File: config.mk
export PLATFORM = sky130hd
export DESIGN_NAME = wwkm_top
export DESIGN_NICKNAME = d
export VERILOG_FILES = /design/src/wwkm_top.v
export VERILOG_INCLUDE_DIRS = /design/src /design/src/src
export SDC_FILE = /design/constraint.sdc
export NUM_CORES = 1
export LEC_CHECK = 0
export BUFFER_PORTS_ARGS = -buffer_cell sky130_fd_sc_hd__buf_2
export CELL_PAD_IN_SITES_DETAIL_PLACEMENT = 1
export CELL_PAD_IN_SITES_GLOBAL_PLACEMENT = 1
export CORE_ASPECT_RATIO = 1.5
export CORE_UTILIZATION = 45
export DETAILED_ROUTE_END_ITERATION = 10
export GPL_TIMING_DRIVEN = 0
export HOLD_SLACK_MARGIN = 0.02
export PLACE_DENSITY = 0.9
export SLEW_MARGIN = 0
export SYNTH_ARGS = -nofsm -noshare
export SYNTH_HDL_FRONTEND = slang
export SYNTH_SLANG_ARGS = --single-unit
File: constraint.sdc
create_clock -name aclk -period 7.6 [get_ports aclk]
set_input_delay 0.76 -clock aclk [delete_from_list [all_inputs] [get_ports aclk]]
set_output_delay 0.76 -clock aclk [all_outputs]
set_load 0.005 [all_outputs]
File: src/wwkm_defs.vh
// Constants for the window watchdog kick monitor
`ifndef WWKM_DEFS_VH
`define WWKM_DEFS_VH

`define WWKM_CLK_MHZ       50
`define WWKM_TUP_RES_US    1000
`define WWKM_TUP_NC_US     10000
`define WWKM_TRST_RES_US   200
`define WWKM_TRST_NC_US    10000
`define WWKM_TUP_RES_CYC   (`WWKM_TUP_RES_US * `WWKM_CLK_MHZ)
`define WWKM_TUP_NC_CYC    (`WWKM_TUP_NC_US * `WWKM_CLK_MHZ)
`define WWKM_TRST_RES_CYC  (`WWKM_TRST_RES_US * `WWKM_CLK_MHZ)
`define WWKM_TRST_NC_CYC   (`WWKM_TRST_NC_US * `WWKM_CLK_MHZ)

`define WWKM_PIN_CAP       2'h0
`define WWKM_PIN_RES       2'h1
`define WWKM_PIN_NC        2'h2

`define WWKM_SEL_HALF      2'h0
`define WWKM_SEL_OFF       2'h1
`define WWKM_SEL_QUART     2'h2
`define WWKM_SEL_EIGHTH    2'h3

`define WWKM_OFS_CTRL      6'h00
`define WWKM_OFS_STATUS    6'h01
`define WWKM_OFS_INT_STAT  6'h02
`define WWKM_OFS_INT_MASK  6'h03
`define WWKM_OFS_CAP_UP    6'h04
`define WWKM_OFS_CAP_RST   6'h05

`define WWKM_CTRL_SW_OFF   0
`define WWKM_EV_TMO        0
`define WWKM_EV_EARLY      1
`define WWKM_EV_LATE       2
`define WWKM_EV_REL        3
`define WWKM_EV_W          4

`define WWKM_CTRL_RST      32'h00000000
`define WWKM_MASK_RST      4'h0
`define WWKM_CAP_UP_RST    32'h00001000
`define WWKM_CAP_RST_RST   32'h00000400

`define WWKM_RESP_OKAY     2'h0
`define WWKM_RESP_SLVERR   2'h2

`endif

File: src/wwkm_top.v
// Window watchdog kick monitor with AXI4-Lite register slave
// What this block and its supervisor do
// RL1: Supervisor gives one falling kick edge inside the window each period.
// RL2: During power-up, kicks are ignored and watchdog is off until delay ends.
// RL3: Kick activity is ignored while the reset output is low.
// RL4: Kick activity is ignored while the select inputs disable the watchdog.
// RL5: Supervisor holds the kick input at a defined level while disabled.
// RL6: A detected timeout drives the reset output low.
// RL7: Reset output stays low for exactly the reset delay, then releases.
// RL8: While disabled, reset output stays high whatever the kick input does.
// RL9: Select inputs plus timeout pin choose window ratio, timeout and disable.
// RL10: Reset delay pin picks preset delays by resistor or open, else capacitor.
// RL11: Early kick or missing kick by upper boundary is a timeout.
// RL12: After reset release a fresh window starts from the release.
`timescale 1ns/1ps
`default_nettype none
`include "wwkm_defs.vh"

module wwkm_top #(
	parameter        ADDR_W      = 8,
	parameter [31:0] TUP_RES_CYC  = `WWKM_TUP_RES_CYC,
	parameter [31:0] TUP_NC_CYC   = `WWKM_TUP_NC_CYC,
	parameter [31:0] TRST_RES_CYC = `WWKM_TRST_RES_CYC,
	parameter [31:0] TRST_NC_CYC  = `WWKM_TRST_NC_CYC
)(
	input  wire              aclk,
	input  wire              aresetn,
	input  wire [ADDR_W-1:0] s_axi_awaddr,
	input  wire [2:0]        s_axi_awprot,
	input  wire              s_axi_awvalid,
	output wire              s_axi_awready,
	input  wire [31:0]       s_axi_wdata,
	input  wire [3:0]        s_axi_wstrb,
	input  wire              s_axi_wvalid,
	output wire              s_axi_wready,
	output wire [1:0]        s_axi_bresp,
	output wire              s_axi_bvalid,
	input  wire              s_axi_bready,
	input  wire [ADDR_W-1:0] s_axi_araddr,
	input  wire [2:0]        s_axi_arprot,
	input  wire              s_axi_arvalid,
	output wire              s_axi_arready,
	output wire [31:0]       s_axi_rdata,
	output wire [1:0]        s_axi_rresp,
	output wire              s_axi_rvalid,
	input  wire              s_axi_rready,
	input  wire              window_select_a,
	input  wire              window_select_b,
	input  wire [1:0]        timeout_program_pin,
	input  wire [1:0]        reset_delay_program_pin,
	input  wire              kick_input,
	output wire              timeout_reset_out_n,
	output wire              irq
);

	localparam [1:0] ST_PWRUP = 2'h0;
	localparam [1:0] ST_RUN   = 2'h1;
	localparam [1:0] ST_FIRE  = 2'h2;
	localparam [1:0] ST_OFF   = 2'h3;

	// Byte-lane merge of a write into a 32-bit register
	function [31:0] strb_merge;
		input [31:0] old_val;
		input [31:0] new_val;
		input [3:0]  strb;
		integer      i;
		begin
			strb_merge = old_val;
			for (i = 0; i < 4; i = i + 1)
				if (strb[i])
					strb_merge[i*8 +: 8] = new_val[i*8 +: 8];
		end
	endfunction

	// Preset or software time for a program pin
	function [31:0] pin_time;
		input [1:0]  code;
		input [31:0] cap_val;
		input [31:0] res_val;
		input [31:0] nc_val;
		begin
			case (code)
				`WWKM_PIN_RES: pin_time = res_val;
				`WWKM_PIN_NC:  pin_time = nc_val;
				default:       pin_time = cap_val;
			endcase
			if (pin_time == 32'h00000000)
				pin_time = 32'h00000001;
		end
	endfunction

	reg        awready_reg;
	reg        wready_reg;
	reg        bvalid_reg;
	reg [1:0]  bresp_reg;
	reg        arready_reg;
	reg        rvalid_reg;
	reg [1:0]  rresp_reg;
	reg [31:0] rdata_reg;
	reg [31:0] ctrl_reg;
	reg [3:0]  stat_reg;
	reg [3:0]  mask_reg;
	reg [31:0] cap_up_reg;
	reg [31:0] cap_rst_reg;
	reg        irq_reg;
	reg [1:0]  state_reg;
	reg [31:0] cnt_reg;
	reg        out_n_reg;
	reg        kick_prev_reg;

	reg [1:0]  state_next;
	reg [31:0] cnt_next;
	reg        out_n_next;
	reg [3:0]  ev;
	reg [3:0]  stat_next;
	reg [3:0]  w1c;
	reg [31:0] rd_mux;
	reg        rd_hit;
	reg        wr_hit;

	wire [1:0]  sel      = {window_select_a, window_select_b};
	wire [5:0]  wr_idx   = s_axi_awaddr[7:2];
	wire [5:0]  rd_idx   = s_axi_araddr[7:2];
	wire        wr_go    = awready_reg & wready_reg;
	wire        kick_ev  = kick_prev_reg & ~kick_input;
	wire        wd_off   = (sel == `WWKM_SEL_OFF) |
			       ctrl_reg[`WWKM_CTRL_SW_OFF];                // RL9
	wire [31:0] t_upper  = pin_time(timeout_program_pin, cap_up_reg,
				TUP_RES_CYC, TUP_NC_CYC);          // RL9
	wire [31:0] t_delay  = pin_time(reset_delay_program_pin, cap_rst_reg,
				TRST_RES_CYC, TRST_NC_CYC);        // RL10
	reg  [31:0] t_lower;

	// Window ratio from the select inputs
	always @*
	begin
		case (sel)
			`WWKM_SEL_QUART:  t_lower = t_upper >> 2;  // RL9
			`WWKM_SEL_EIGHTH: t_lower = t_upper >> 3;  // RL9
			default:          t_lower = t_upper >> 1;  // RL9
		endcase
	end

	// Watchdog sequencing
	always @*
	begin
		state_next = state_reg;
		cnt_next   = cnt_reg + 32'h00000001;
		out_n_next = out_n_reg;
		ev         = 4'h0;
		case (state_reg)
			ST_PWRUP:
			begin
				out_n_next = 1'b0;
				if (cnt_reg >= t_delay - 32'h00000001)        // RL2
				begin
					cnt_next   = 32'h00000000;
					out_n_next = 1'b1;
					state_next = wd_off ? ST_OFF : ST_RUN;
				end
			end
			ST_RUN:
			begin
				if (wd_off)
				begin
					state_next = ST_OFF;                      // RL4
					cnt_next   = 32'h00000000;
				end
				else if (kick_ev && cnt_reg < t_lower)        // RL11
				begin
					ev[`WWKM_EV_TMO]   = 1'b1;
					ev[`WWKM_EV_EARLY] = 1'b1;
					out_n_next         = 1'b0;                // RL6
					cnt_next           = 32'h00000000;
					state_next         = ST_FIRE;
				end
				else if (kick_ev)
					cnt_next = 32'h00000000;                  // RL11
				else if (cnt_reg >= t_upper - 32'h00000001)   // RL11
				begin
					ev[`WWKM_EV_TMO]  = 1'b1;
					ev[`WWKM_EV_LATE] = 1'b1;
					out_n_next        = 1'b0;                 // RL6
					cnt_next          = 32'h00000000;
					state_next        = ST_FIRE;
				end
			end
			ST_FIRE:
			begin
				// Kick edges are not looked at here
				if (cnt_reg >= t_delay - 32'h00000001)        // RL3 RL7
				begin
					ev[`WWKM_EV_REL] = 1'b1;
					out_n_next       = 1'b1;                  // RL7
					cnt_next         = 32'h00000000;          // RL12
					state_next       = wd_off ? ST_OFF : ST_RUN;
				end
			end
			ST_OFF:
			begin
				out_n_next = 1'b1;                            // RL8
				cnt_next   = 32'h00000000;
				if (!wd_off)
					state_next = ST_RUN;
			end
			default:
			begin
				state_next = ST_PWRUP;
				cnt_next   = 32'h00000000;
				out_n_next = 1'b0;
			end
		endcase
	end

	// Write-one-to-clear; a new event wins over the clear
	always @*
	begin
		w1c = 4'h0;
		if (wr_go && wr_idx == `WWKM_OFS_INT_STAT && s_axi_wstrb[0])
			w1c = s_axi_wdata[3:0];
		stat_next = (stat_reg & ~w1c) | ev;
	end

	always @*
	begin
		case (wr_idx)
			`WWKM_OFS_CTRL, `WWKM_OFS_INT_STAT, `WWKM_OFS_INT_MASK,
			`WWKM_OFS_CAP_UP, `WWKM_OFS_CAP_RST: wr_hit = 1'b1;
			default: wr_hit = 1'b0;
		endcase
	end

	always @*
	begin
		rd_hit = 1'b1;
		case (rd_idx)
			`WWKM_OFS_CTRL:     rd_mux = ctrl_reg;
			`WWKM_OFS_STATUS:   rd_mux = {24'h000000, timeout_program_pin,
						reset_delay_program_pin, sel,
						out_n_reg, wd_off};
			`WWKM_OFS_INT_STAT: rd_mux = {28'h0000000, stat_reg};
			`WWKM_OFS_INT_MASK: rd_mux = {28'h0000000, mask_reg};
			`WWKM_OFS_CAP_UP:   rd_mux = cap_up_reg;
			`WWKM_OFS_CAP_RST:  rd_mux = cap_rst_reg;
			default:
			begin
				rd_mux = 32'h00000000;
				rd_hit = 1'b0;
			end
		endcase
	end

	always @(posedge aclk)
	begin
		if (!aresetn)
		begin
			state_reg     <= ST_PWRUP;
			cnt_reg       <= 32'h00000000;
			out_n_reg     <= 1'b0;
			kick_prev_reg <= 1'b0;
			stat_reg      <= 4'h0;
			irq_reg       <= 1'b0;
		end
		else
		begin
			state_reg     <= state_next;
			cnt_reg       <= cnt_next;
			out_n_reg     <= out_n_next;
			kick_prev_reg <= kick_input;
			stat_reg      <= stat_next;
			irq_reg       <= |(stat_reg & mask_reg);
		end
	end

	// Write channel: address and data taken together
	always @(posedge aclk)
	begin
		if (!aresetn)
		begin
			awready_reg <= 1'b0;
			wready_reg  <= 1'b0;
			bvalid_reg  <= 1'b0;
			bresp_reg   <= `WWKM_RESP_OKAY;
			ctrl_reg    <= `WWKM_CTRL_RST;
			mask_reg    <= `WWKM_MASK_RST;
			cap_up_reg  <= `WWKM_CAP_UP_RST;
			cap_rst_reg <= `WWKM_CAP_RST_RST;
		end
		else
		begin
			awready_reg <= 1'b0;
			wready_reg  <= 1'b0;
			if (s_axi_awvalid && s_axi_wvalid && !wr_go && !bvalid_reg)
			begin
				awready_reg <= 1'b1;
				wready_reg  <= 1'b1;
			end
			if (wr_go)
			begin
				bvalid_reg <= 1'b1;
				bresp_reg  <= wr_hit ? `WWKM_RESP_OKAY : `WWKM_RESP_SLVERR;
				case (wr_idx)
					`WWKM_OFS_CTRL:
						ctrl_reg <= strb_merge(ctrl_reg, s_axi_wdata,
							s_axi_wstrb) & 32'h00000001;
					`WWKM_OFS_INT_MASK:
						if (s_axi_wstrb[0])
							mask_reg <= s_axi_wdata[3:0];
					`WWKM_OFS_CAP_UP:
						cap_up_reg <= strb_merge(cap_up_reg, s_axi_wdata,
							s_axi_wstrb);
					`WWKM_OFS_CAP_RST:
						cap_rst_reg <= strb_merge(cap_rst_reg, s_axi_wdata,
							s_axi_wstrb);
					default:
						ctrl_reg <= ctrl_reg;
				endcase
			end
			else if (bvalid_reg && s_axi_bready)
				bvalid_reg <= 1'b0;
		end
	end

	// Read channel
	always @(posedge aclk)
	begin
		if (!aresetn)
		begin
			arready_reg <= 1'b0;
			rvalid_reg  <= 1'b0;
			rresp_reg   <= `WWKM_RESP_OKAY;
			rdata_reg   <= 32'h00000000;
		end
		else
		begin
			arready_reg <= 1'b0;
			if (s_axi_arvalid && !arready_reg && !rvalid_reg)
				arready_reg <= 1'b1;
			if (arready_reg)
			begin
				rvalid_reg <= 1'b1;
				rdata_reg  <= rd_mux;
				rresp_reg  <= rd_hit ? `WWKM_RESP_OKAY : `WWKM_RESP_SLVERR;
			end
			else if (rvalid_reg && s_axi_rready)
				rvalid_reg <= 1'b0;
		end
	end

	assign s_axi_awready       = awready_reg;
	assign s_axi_wready        = wready_reg;
	assign s_axi_bvalid        = bvalid_reg;
	assign s_axi_bresp         = bresp_reg;
	assign s_axi_arready       = arready_reg;
	assign s_axi_rvalid        = rvalid_reg;
	assign s_axi_rresp         = rresp_reg;
	assign s_axi_rdata         = rdata_reg;
	assign timeout_reset_out_n = out_n_reg;
	assign irq                 = irq_reg;

endmodule

`default_nettype wire

==> metrics, run 1 <==
status=complete, no violations; DR vias=10,800; Max Used Layer=met4; Routability Congestion=0.964; clk slew on worst S/H paths=0.07 ns; Synth Register Bits=148; CP Data Arrival Time=7.48 ns; CP endpoint kind=register; Seq pwr share=0.401; fmax=140 MHz; Power Total=1960 uW; Net Sw Frac=0.324; Seq/Total Area, Yosys=0.280; Crit Path Class=in -> reg; deepest clock path buffer count=2; final wirelength=40.3 mm; vias in the first global route=11,500; gr ovfl total=0; post-DP HPWL=29.7 mm; Worst-Skew Late Latency=0.47 ns; Total Routing Usage GR=0.338; Max Slew Vio Count=0; Worst path top cell family by delay=buffers and inverters; pwr/cell area=162 nW/um^2; clock power share=0.452; Gate power share=0.147; Mapped Avg Cell Area=8.24 um^2; Max stage delay cell, worst path=nor3_2; count of cell types in the netlist=67; drt wl/cell=23.3 um; CTS tree=yes; met2 WL post-DR=20.8 mm; Core ar.=23,100 um^2; fin crit share=0.941; CP startpoint kind=input pin; synth cell count leaders=148 x dfxtp_1, 144 x nand2_1, 113 x mux2i_1; design area=12,100 um^2; initial antenna violation count=0; clock root cell=clkbuf_16; Leak Pwr=0.00531 uW; Synth area leader=dfxtp_1; met3 wire len=1.77 mm; # rows=68; Antenna Nets Post-Route=0; Final Hold Vio Count=0; Setup Fix Bufs, Post-CTS=0; Die Wd=127 um; CTS Sinks=148; placed instance area=11,500 um^2; critical path fanouts, max=10; Die ar.=24,200 um^2; layout cells sized above 1=0.110; worst hold slack=0.458 ns; routed vias/inst=6.25; I/O Buffers=97; DRC Markers=0; CTS Buf Count=17; Period minus WS final=7.15 ns; Mapped Area=10,600 um^2; Syn Inst Count=1,285; CP required=7.93 ns; CP peak stage delay=0.49 ns; DRT iter0 DRCs=651; Area contributors post-synth=dfxtp_1 28%, ha_1 12%, mux2i_1 11%; post-synth top area share=0.280; P&R area growth vs syn=14.3%; WP buf/inv=7; Pre-antenna DRT Iters=5; final net count=1,575; met1 wire length=14.2 mm; Max-slew headroom=0.169; Peak VDD IR=0.141 mV; Chip Height=190 um; # diodes=0; clock skew=0.0216 ns; RSZ-0062 raised after global routing=no; Starting Density=0.459; # H-tree levels=4; cell internal pwr=1320 uW; Psw=633 uW; worst min-delay path class=reg -> reg; top_reg_cell synth=dfxtp_1; global-route wire length before repair=62.0 mm; Setup violations, final=0; Post-synth EDFFs=0; largest net degree at the start of global routing=18; Slew @ Worst Pin=1.22 ns; Synth warnings=0; max cap viols=0; FFs w/ async S/R, synth=0; Boundary Pins=115; worst path cell trace=buf_2, inv_1, ha_1, clkbuf_1, clkbuf_2, buf_1, clkbuf_2, o31ai_1, a32oi_1, ha_1, nand4_1, nor3_2, nand2_1, a2111oi_4, nand2_1, xnor2_1, nand2_1, ha_1, nand3_1, nor3_2, a211oi_1, o21ai_4, clkbuf_1, nor2_1; count leader, synth=dfxtp_1
## power groups by stage
stage | clock (uW) | combinational, uW | sequential [uW]
after floorplan | 0 | 180 | 800
after global placement | 0 | 261 | 802
final | 883 | 288 | 785
after detailed placement | 0 | 271 | 803
after CTS | 883 | 280 | 785
after global routing | 908 | 308 | 785
## cell type report
class	count	area [um^2]
buffer	72	290
fill	2789	11000
sequential	148	2960
inverter	18	67.6
tap	315	394
clock buffer	17	425
clock inverter	15	169
timing repair buffer	97	485
multi-input combinational	1048	7300
## what timing repair did
| item | CTS | global route |
|---|---|---|
| pin swaps | 0 | 0 |
| endpoints found under the setup margin | 30 | 36 |
| gates resized for setup | 3 | 10 |
| cloned | 0 | 0 |
| hold buffers | 0 | 0 |
| endpoints found under the hold margin | 0 | 0 |
## kinds of logic after synthesis
family,synth area share
mux,0.112
flops,0.280
compound gates,0.158
other cells,0.000354
fa+ha+maj,0.119
buf+inv,0.0333
xor+xnor,0.0612
simple gates,0.236
## metal layers
layer	global-route usage	up-vias
li1	-	4864
met1	0.332	5294
met4	0.286	0
met2	0.616	449
met5	0	-
met3	0.0548	211
## per-stage QoR
| stage | TNS, ns | worst slack, ns | std cells | utilization |
|---|---|---|---|---|
| floorplan | 0 | 1.74 | 1286 | - |
| global placement | -13.85 | -0.503 | 1698 | 0.498 |
| detailed placement | -18.28 | -0.634 | 1698 | 0.498 |
| CTS | 0 | 0.0870 | 1730 | 0.524 |
| global route | 0 | 0.140 | 1730 | 0.525 |
| finish | 0 | 0.448 | 1730 | 0.525 |
## placed cells by master (no fill, tap or decap), types with 19 or more instances in the layout
cell | netlist | routed
a21o_1 | 20 | 20
a21oi_1 | 64 | 64
buf_2 | 0 | 97
clkbuf_1 | 63 | 59
dfxtp_1 | 148 | 148
ha_1 | 101 | 101
mux2i_1 | 113 | 113
nand2_1 | 144 | 144
nand3_1 | 44 | 44
nand4_1 | 19 | 19
nor2_1 | 91 | 91
nor2b_1 | 86 | 86
nor3_1 | 21 | 20
nor4_1 | 19 | 19
o211ai_1 | 21 | 21
o21ai_0 | 69 | 68
xnor2_1 | 24 | 24
xor2_1 | 50 | 50
## final timing paths
path                                                      to                    startpoint  slack, ns  depth (start not counted)
worst max-delay path                   cnt_reg[5]$_SDFF_PN0_        timeout_program_pin[0]       0.45                         24
worst min-delay path            s_axi_rdata[27]$_SDFFE_PN0P_  s_axi_rdata[27]$_SDFFE_PN0P_       0.46                          2
worst max register to register         cnt_reg[5]$_SDFF_PN0_   cap_rst_reg[6]$_SDFFE_PN0P_       1.13                         22
worst min register to register  s_axi_rdata[27]$_SDFFE_PN0P_  s_axi_rdata[27]$_SDFFE_PN0P_       0.46                          2
## worst min-delay path, stage by stage, from the launching register on
cell and delay [ns]:
dfxtp_1 0.32, nand2_1 0.05, o21ai_0 0.05
(Power assumes the default switching activity.)
==> inputs of run 2 (changes only) <==
REMOVE_ABC_BUFFERS = 1   (was unset)
==> run 2 against run 1 <==
Clock skew fell by 0.0084 ns. Worst hold slack got worse by 0.0065 ns. Critical path type unchanged. Critical path depth rose by 1. Die area did not move. Non-clock buffer count fell by 62. Final cell count fell by 3.6%. Clock-buffer cell count did not move. Global-route usage fell by 0.69 points. Fmax fell by 0.79%. Critical endpoint is now cnt_reg[18]$_SDFF_PN0_. Largest cell class unchanged.
==> metrics, run 2 (synthesized netlist as in run 1, its figures left out) <==
status=complete, no violations (unchanged); Fillers=2,781 (was 2,789); Pre-antenna DRT Iters=7 (was 5); layout cells sized above 1=0.118 (was 0.110); final net count=1,513 (was 1,575); CP peak stage delay=0.60 ns (was 0.49 ns); Slew @ Worst Pin=1.27 ns (was 1.22 ns); cell internal pwr=1320 uW (about the same); Routability Congestion=0.889 (was 0.964); DR vias=10,700 (was 10,800); CTS Sinks=148 (unchanged); Boundary Pins=115 (unchanged); max cap viols=0 (unchanged); gr ovfl total=0 (unchanged); most common cell after layout, fill and taps aside=dfxtp_1 (unchanged); global-route wire length before repair=61.9 mm (was 62.0 mm); pwr/cell area=163 nW/um^2 (was 162 nW/um^2); Die Wd=127 um (unchanged); drt wl/cell=23.7 um (was 23.3 um); Seq pwr share=0.405 (was 0.401); final wirelength=39.6 mm (was 40.3 mm); Chip Height=190 um (unchanged); # H-tree levels=4 (unchanged); commonest non-fill, non-tap cells in the layout=148 x dfxtp_1, 144 x nand2_1, 113 x mux2i_1 (unchanged); CP required=7.99 ns (was 7.93 ns); Crit Path Class=in -> reg (unchanged); clk slew on worst S/H paths=0.08 ns (was 0.07 ns); CP startpoint kind=input pin (unchanged); Worst path top cell family by delay=simple AND/OR/NAND/NOR gates (was buffers and inverters); Final Hold Vio Count=0 (unchanged); # rows=68 (unchanged); Power Total=1940 uW (was 1960 uW); clock skew=0.0133 ns (was 0.0216 ns); worst min-delay path class=reg -> reg (unchanged); fin crit share=0.949 (was 0.941); Core ar.=23,100 um^2 (unchanged); CP Data Arrival Time=7.60 ns (was 7.48 ns); WP buf/inv=3 (was 7); Peak VDD IR=0.162 mV (was 0.141 mV); clock power share=0.451 (was 0.452); placed instance area=11,300 um^2 (was 11,500 um^2); Worst-Skew Late Latency=0.46 ns (was 0.47 ns); Starting Density=0.459 (unchanged); Max Slew Vio Count=0 (unchanged); routed vias/inst=6.42 (was 6.25); fmax=139 MHz (was 140 MHz); RSZ-0062 raised after global routing=no (unchanged); Setup violations, final=0 (unchanged); Core Util, Final=0.516 (was 0.525); Setup TNS=0 ns (unchanged); DRC Markers=0 (unchanged); post-DP HPWL=26.2 mm (was 29.7 mm); Die ar.=24,200 um^2 (unchanged); Max stage delay cell, worst path=or4b_4 (was nor3_2); DRT iter0 DRCs=717 (was 651); placed insts=1,634 (was 1,698); critical path fanouts, max=37 (was 10); CTS tree=yes (unchanged); design area=11,900 um^2 (was 12,100 um^2); Period minus WS final=7.21 ns (was 7.15 ns); Leak Pwr=0.00525 uW (was 0.00531 uW); CTS Buf Count=17 (unchanged); vias in the first global route=11,400 (was 11,500); Net Sw Frac=0.318 (was 0.324); # diodes=0 (unchanged); Max-slew headroom=0.152 (was 0.169); initial antenna violation count=2 (was 0); # hold bufs at CTS=0 (unchanged); largest net degree at the start of global routing=92 (was 18); Antenna Nets Post-Route=0 (unchanged); I/O Buffers=102 (was 97); CP endpoint kind=register (unchanged); Total Routing Usage GR=0.331 (was 0.338); Gate power share=0.144 (was 0.147); deepest clock path buffer count=2 (unchanged); clock root cell=clkbuf_16 (unchanged); P&R area growth vs syn=12.3% (was 14.3%); final std cells w/o fill=1,668 (was 1,730); Psw=617 uW (was 633 uW)
## run 2: cell count changes in the layout (fill, tap and decap cells not counted), moves of 2 or more
cell / delta
clkbuf_1: -59
clkinv_4: -2
buf_1: -5
ha_1: -2
buf_2: +4
buf_8: +2
inv_6: +3
clkbuf_2: -4
## run 2: worst reg2reg max path, cell delays in order, from the launching register on
cell       delay (ns)
dfxtp_1          0.41
or4b_4           0.59
or4_4            0.48
or4b_4           0.61
and2b_1          0.31
a21oi_1          0.14
ha_1             0.35
nand3_1          0.29
nor2_1           0.14
o211ai_1         0.24
nor4_1           0.12
xor2_1           0.22
nand2_1          0.14
ha_1             0.33
nand4_1          0.12
nand3_1          0.10
o221ai_1         0.34
o2bb2ai_1        0.17
a21oi_1          0.49
nor2b_1          0.45
o21ai_4          0.13
buf_8            0.21
nor2_1           0.12
## run 2: cell type report
| class | count | area, um^2 | area share |
|---|---|---|---|
| multi-input combinational | 1048 | 7300 | 0.614 |
| inverter | 18 | 67.6 | 0.00568 |
| sequential | 148 | 2960 | 0.249 |
| timing repair buffer | 107 | 578 | 0.0486 |
| clock inverter | 15 | 159 | 0.0134 |
| tap | 315 | 394 | 0.0331 |
| clock buffer | 17 | 425 | 0.0358 |
## run 2: final timing paths
| check | start | to | slack [ns] | cells past startpoint |
|---|---|---|---|---|
| setup / recovery | reset_delay_program_pin[0] | cnt_reg[18]$_SDFF_PN0_ | 0.39 | 25 |
| hold / removal | s_axi_rdata[2]$_SDFFE_PN0P_ | s_axi_rdata[2]$_SDFFE_PN0P_ | 0.45 | 2 |
| hold reg to reg | s_axi_rdata[2]$_SDFFE_PN0P_ | s_axi_rdata[2]$_SDFFE_PN0P_ | 0.45 | 2 |
| setup reg to reg | cap_rst_reg[6]$_SDFFE_PN0P_ | cnt_reg[18]$_SDFF_PN0_ | 1.04 | 22 |
## run 2: power by group through the flow
stage / registers, uW / clock network [uW] / logic, uW
6_report: 786 / 875 / 279
2_1_floorplan: 801 / 0 / 158
3_5_place_dp: 803 / 0 / 258
5_1_grt: 786 / 900 / 302
3_3_place_gp: 803 / 0 / 239
4_1_cts: 785 / 870 / 270
## run 2: per-layer routing
| layer | vias to the layer above | global-route usage | share of wire |
|---|---|---|---|
| met5 | - | 0 | 0.00053 |
| met4 | 4 | 0.261 | 0.082 |
| met3 | 239 | 0.0765 | 0.057 |
| met2 | 508 | 0.597 | 0.51 |
| met1 | 5214 | 0.324 | 0.35 |
| li1 | 4736 | - | - |
## run 2: metrics by stage
step	worst slack (ns)	hold slack, ns
after detailed placement	-0.444	0.439
after floorplan	0.596	0.449
after global placement	-1.69	0.431
after global routing	0.179	0.492
final	0.391	0.452
after CTS	0.109	0.457
## run 2: timing repair
item | 4_1_cts | 5_1_grt
gates resized for setup | 2 | 2
pin swaps | 0 | 1
setup buffers | 0 | 2
setup endpoints to repair | 32 | 36
==> inputs of run 3 (changes only) <==
--- a/config.mk
+++ b/config.mk
@@ -12,2 +12,3 @@
 export CORE_ASPECT_RATIO = 1.5
+export CORE_MARGIN = 8
 export CORE_UTILIZATION = 45
==> constraint.sdc (replaced) <==
create_clock -name aclk -period 7.6 [get_ports aclk]
set_input_delay 1.52 -clock aclk [delete_from_list [all_inputs] [get_ports aclk]]
set_output_delay 1.52 -clock aclk [all_outputs]
set_load 0.005 [all_outputs]
==> run 3 against run 2 <==
Combinational power is 3% higher. Clock-buffer cell count is 1 higher. Fmax is 2.4% lower. Via count is 0.70% higher. Critical endpoint is now state_reg[1]$_SDFFE_PN0P_. Highest routed layer is now met4. Final cell count is 0.60% higher. Non-clock buffer count is 1 higher.
==> metrics, run 3 (synthesized netlist as in run 1, its figures left out) <==
worst min-delay path class=reg -> reg (unchanged); pwr/cell area=168 nW/um^2 (was 163 nW/um^2); Peak VDD IR=0.191 mV (was 0.162 mV); I/O Buffers=102 (unchanged); Boundary Pins=115 (unchanged); Max-slew headroom=0.158 (was 0.152); Antenna Nets Post-Route=0 (unchanged); CTS tree=yes (unchanged); worst r2r dst=cnt_reg[27]$_SDFF_PN0_ (was cnt_reg[18]$_SDFF_PN0_); P&R area growth vs syn=13.7% (was 12.3%); post-DP HPWL=27.1 mm (was 26.2 mm); Setup TNS=0 ns (unchanged); design area=12,000 um^2 (was 11,900 um^2); commonest non-fill, non-tap cells in the layout=148 x dfxtp_1, 144 x nand2_1, 113 x mux2i_1 (unchanged); Core ar.=23,400 um^2 (was 23,100 um^2); Leak Pwr=0.00532 uW (was 0.00525 uW); Slew @ Worst Pin=1.26 ns (was 1.27 ns); clock root cell=clkbuf_16 (unchanged); Fillers=2,842 (was 2,781); final net count=1,514 (was 1,513); CP required=7.95 ns (was 7.99 ns); R2R setup slack=1.49 ns (was 1.04 ns); gr ovfl total=0 (unchanged); CP endpoint kind=register (unchanged); initial antenna violation count=5 (was 2); max cap viols=0 (unchanged); most frequent CP cell=nand2_1; # rows=69 (was 68); layout cells sized above 1=0.121 (was 0.118); status=complete, no violations (unchanged); DRT iter0 DRCs=896 (was 717); Routability Congestion=0.919 (was 0.889); vias in the first global route=11,600 (was 11,400); most common cell after layout, fill and taps aside=dfxtp_1 (unchanged); Final Hold Vio Count=0 (unchanged); Worst-Skew Late Latency=0.47 ns (was 0.46 ns); Max Slew Vio Count=0 (unchanged); Crit Path Class=in -> reg (unchanged); placed instance area=11,300 um^2 (about the same); DRC Markers=0 (unchanged); CP peak stage delay=0.99 ns (was 0.60 ns); crit path to=state_reg[1]$_SDFFE_PN0P_ (was cnt_reg[18]$_SDFF_PN0_); clk slew on worst S/H paths=0.07 ns (was 0.08 ns); largest net degree at the start of global routing=92 (unchanged); Max stage delay cell, worst path=a2111oi_1 (was or4b_4); routed vias/inst=6.42 (about the same); global-route wire length before repair=63.2 mm (was 61.9 mm); CTS Buf Count=17 (unchanged); final wirelength=41.3 mm (was 39.6 mm); fin crit share=0.972 (was 0.949); CP Data Arrival Time=7.73 ns (was 7.60 ns); CP startpoint kind=input pin (unchanged); worst hold slack=0.459 ns (was 0.452 ns); Chip Height=204 um (was 190 um); critical path fanouts, max=55 (was 37); Critical R2R Launch=cap_rst_reg[6]$_SDFFE_PN0P_ (unchanged); Total Routing Usage GR=0.281 (was 0.331); deepest clock path buffer count=2 (unchanged); CTS Sinks=148 (unchanged); Period minus WS final=7.39 ns (was 7.21 ns); Starting Density=0.453 (was 0.459); crit path launch=timeout_program_pin[0] (was reset_delay_program_pin[0]); clock skew=0.0193 ns (was 0.0133 ns); FF-to-FF path depth=21 (was 22); DR vias=10,800 (was 10,700); drt wl/cell=24.6 um (was 23.7 um); # H-tree levels=4 (unchanged); Die Wd=141 um (was 127 um); worst path cell trace=buf_2, inv_1, ha_2, buf_12, nand2b_1, or3_1, a2111oi_1, a32oi_1, ha_1, nand4_1, nor3_2, nand2_1, a2111oi_2, nand2_1, xnor2_1, nand2_1, ha_1, a21o_1, a21oi_1, o21ai_0, a21oi_1, o21bai_1, a311o_1; Setup violations, final=0 (unchanged); Pre-antenna DRT Iters=5 (was 7); fmax=135 MHz (was 139 MHz); Die ar.=28,800 um^2 (was 24,200 um^2)
==> run 3: worst max-delay path: cells and delay by family <==
kind	cells	cell delay, ns
xor gates and xnor gates	1	0.11
AOI/OAI and AO/OA	9	3.07
and+or+nand+nor	7	1.38
buffers and inverters	3	0.48
adders and majority gates	3	1.16
==> run 3: how the worst min path moves through the flow <==
stage	from	endpoint	depth (start not counted)
after global routing	s_axi_rdata[28]$_SDFFE_PN0P_	s_axi_rdata[28]$_SDFFE_PN0P_	2
after CTS	s_axi_rdata[26]$_SDFFE_PN0P_	s_axi_rdata[26]$_SDFFE_PN0P_	2
after detailed placement	s_axi_rdata[23]$_SDFFE_PN0P_	s_axi_rdata[23]$_SDFFE_PN0P_	2
final	s_axi_rdata[2]$_SDFFE_PN0P_	s_axi_rdata[2]$_SDFFE_PN0P_	2
after global placement	s_axi_rdata[21]$_SDFFE_PN0P_	s_axi_rdata[21]$_SDFFE_PN0P_	2
after floorplan	s_axi_rdata[0]$_SDFFE_PN0P_	s_axi_rdata[0]$_SDFFE_PN0P_	2
==> run 3: where the power goes <==
group          leakage [uW]  internal (uW)  total [uW]  switching [uW]
logic               0.00381            108         286             178
registers           0.00119            779         785            6.77
clock network      0.000309            538         954             416
total               0.00532           1420        2030             601
==> run 3: metal layers <==
metal  vias to the layer above  part of all wire  track usage
li1                       4746                 -            -
met1                      5238              0.34        0.268
met2                       549              0.52        0.503
met3                       243             0.054       0.0650
met4                         0             0.086        0.241
met5                         -                 0            0
==> run 3: what timing repair did <==
action / CTS / global route
hold buffers: 0 / 0
setup buffers: 1 / 1
pin swaps: 1 / 2
resized for setup: 5 / 5
endpoints found under the setup margin: 36 / 36
==> run 3: per-stage QoR <==
stage / setup WS [ns] / total power, uW / utilization / instances
floorplan: -0.164 / 959 / - / 1214
global placement: -2.36 / 1040 / 0.479 / 1635
detailed placement: -1.21 / 1060 / 0.482 / 1638
CTS: 0.0612 / 2010 / 0.511 / 1671
global route: -0.0427 / 2080 / 0.514 / 1678
finish: 0.214 / 2030 / 0.514 / 1678
==> run 3: area by class of cell <==
cell class / instances / area (um^2) / area share
Clock buffer: 18 / 439 / 0.0365
Antenna cell: 5 / 12.5 / 0.00104
Inverter: 18 / 67.6 / 0.00561
Clock inverter: 14 / 191 / 0.0159
Tap cell: 319 / 399 / 0.0332
Timing Repair Buffer: 108 / 628 / 0.0522
Multi-Input combinational cell: 1048 / 7340 / 0.609
Sequential cell: 148 / 2960 / 0.246
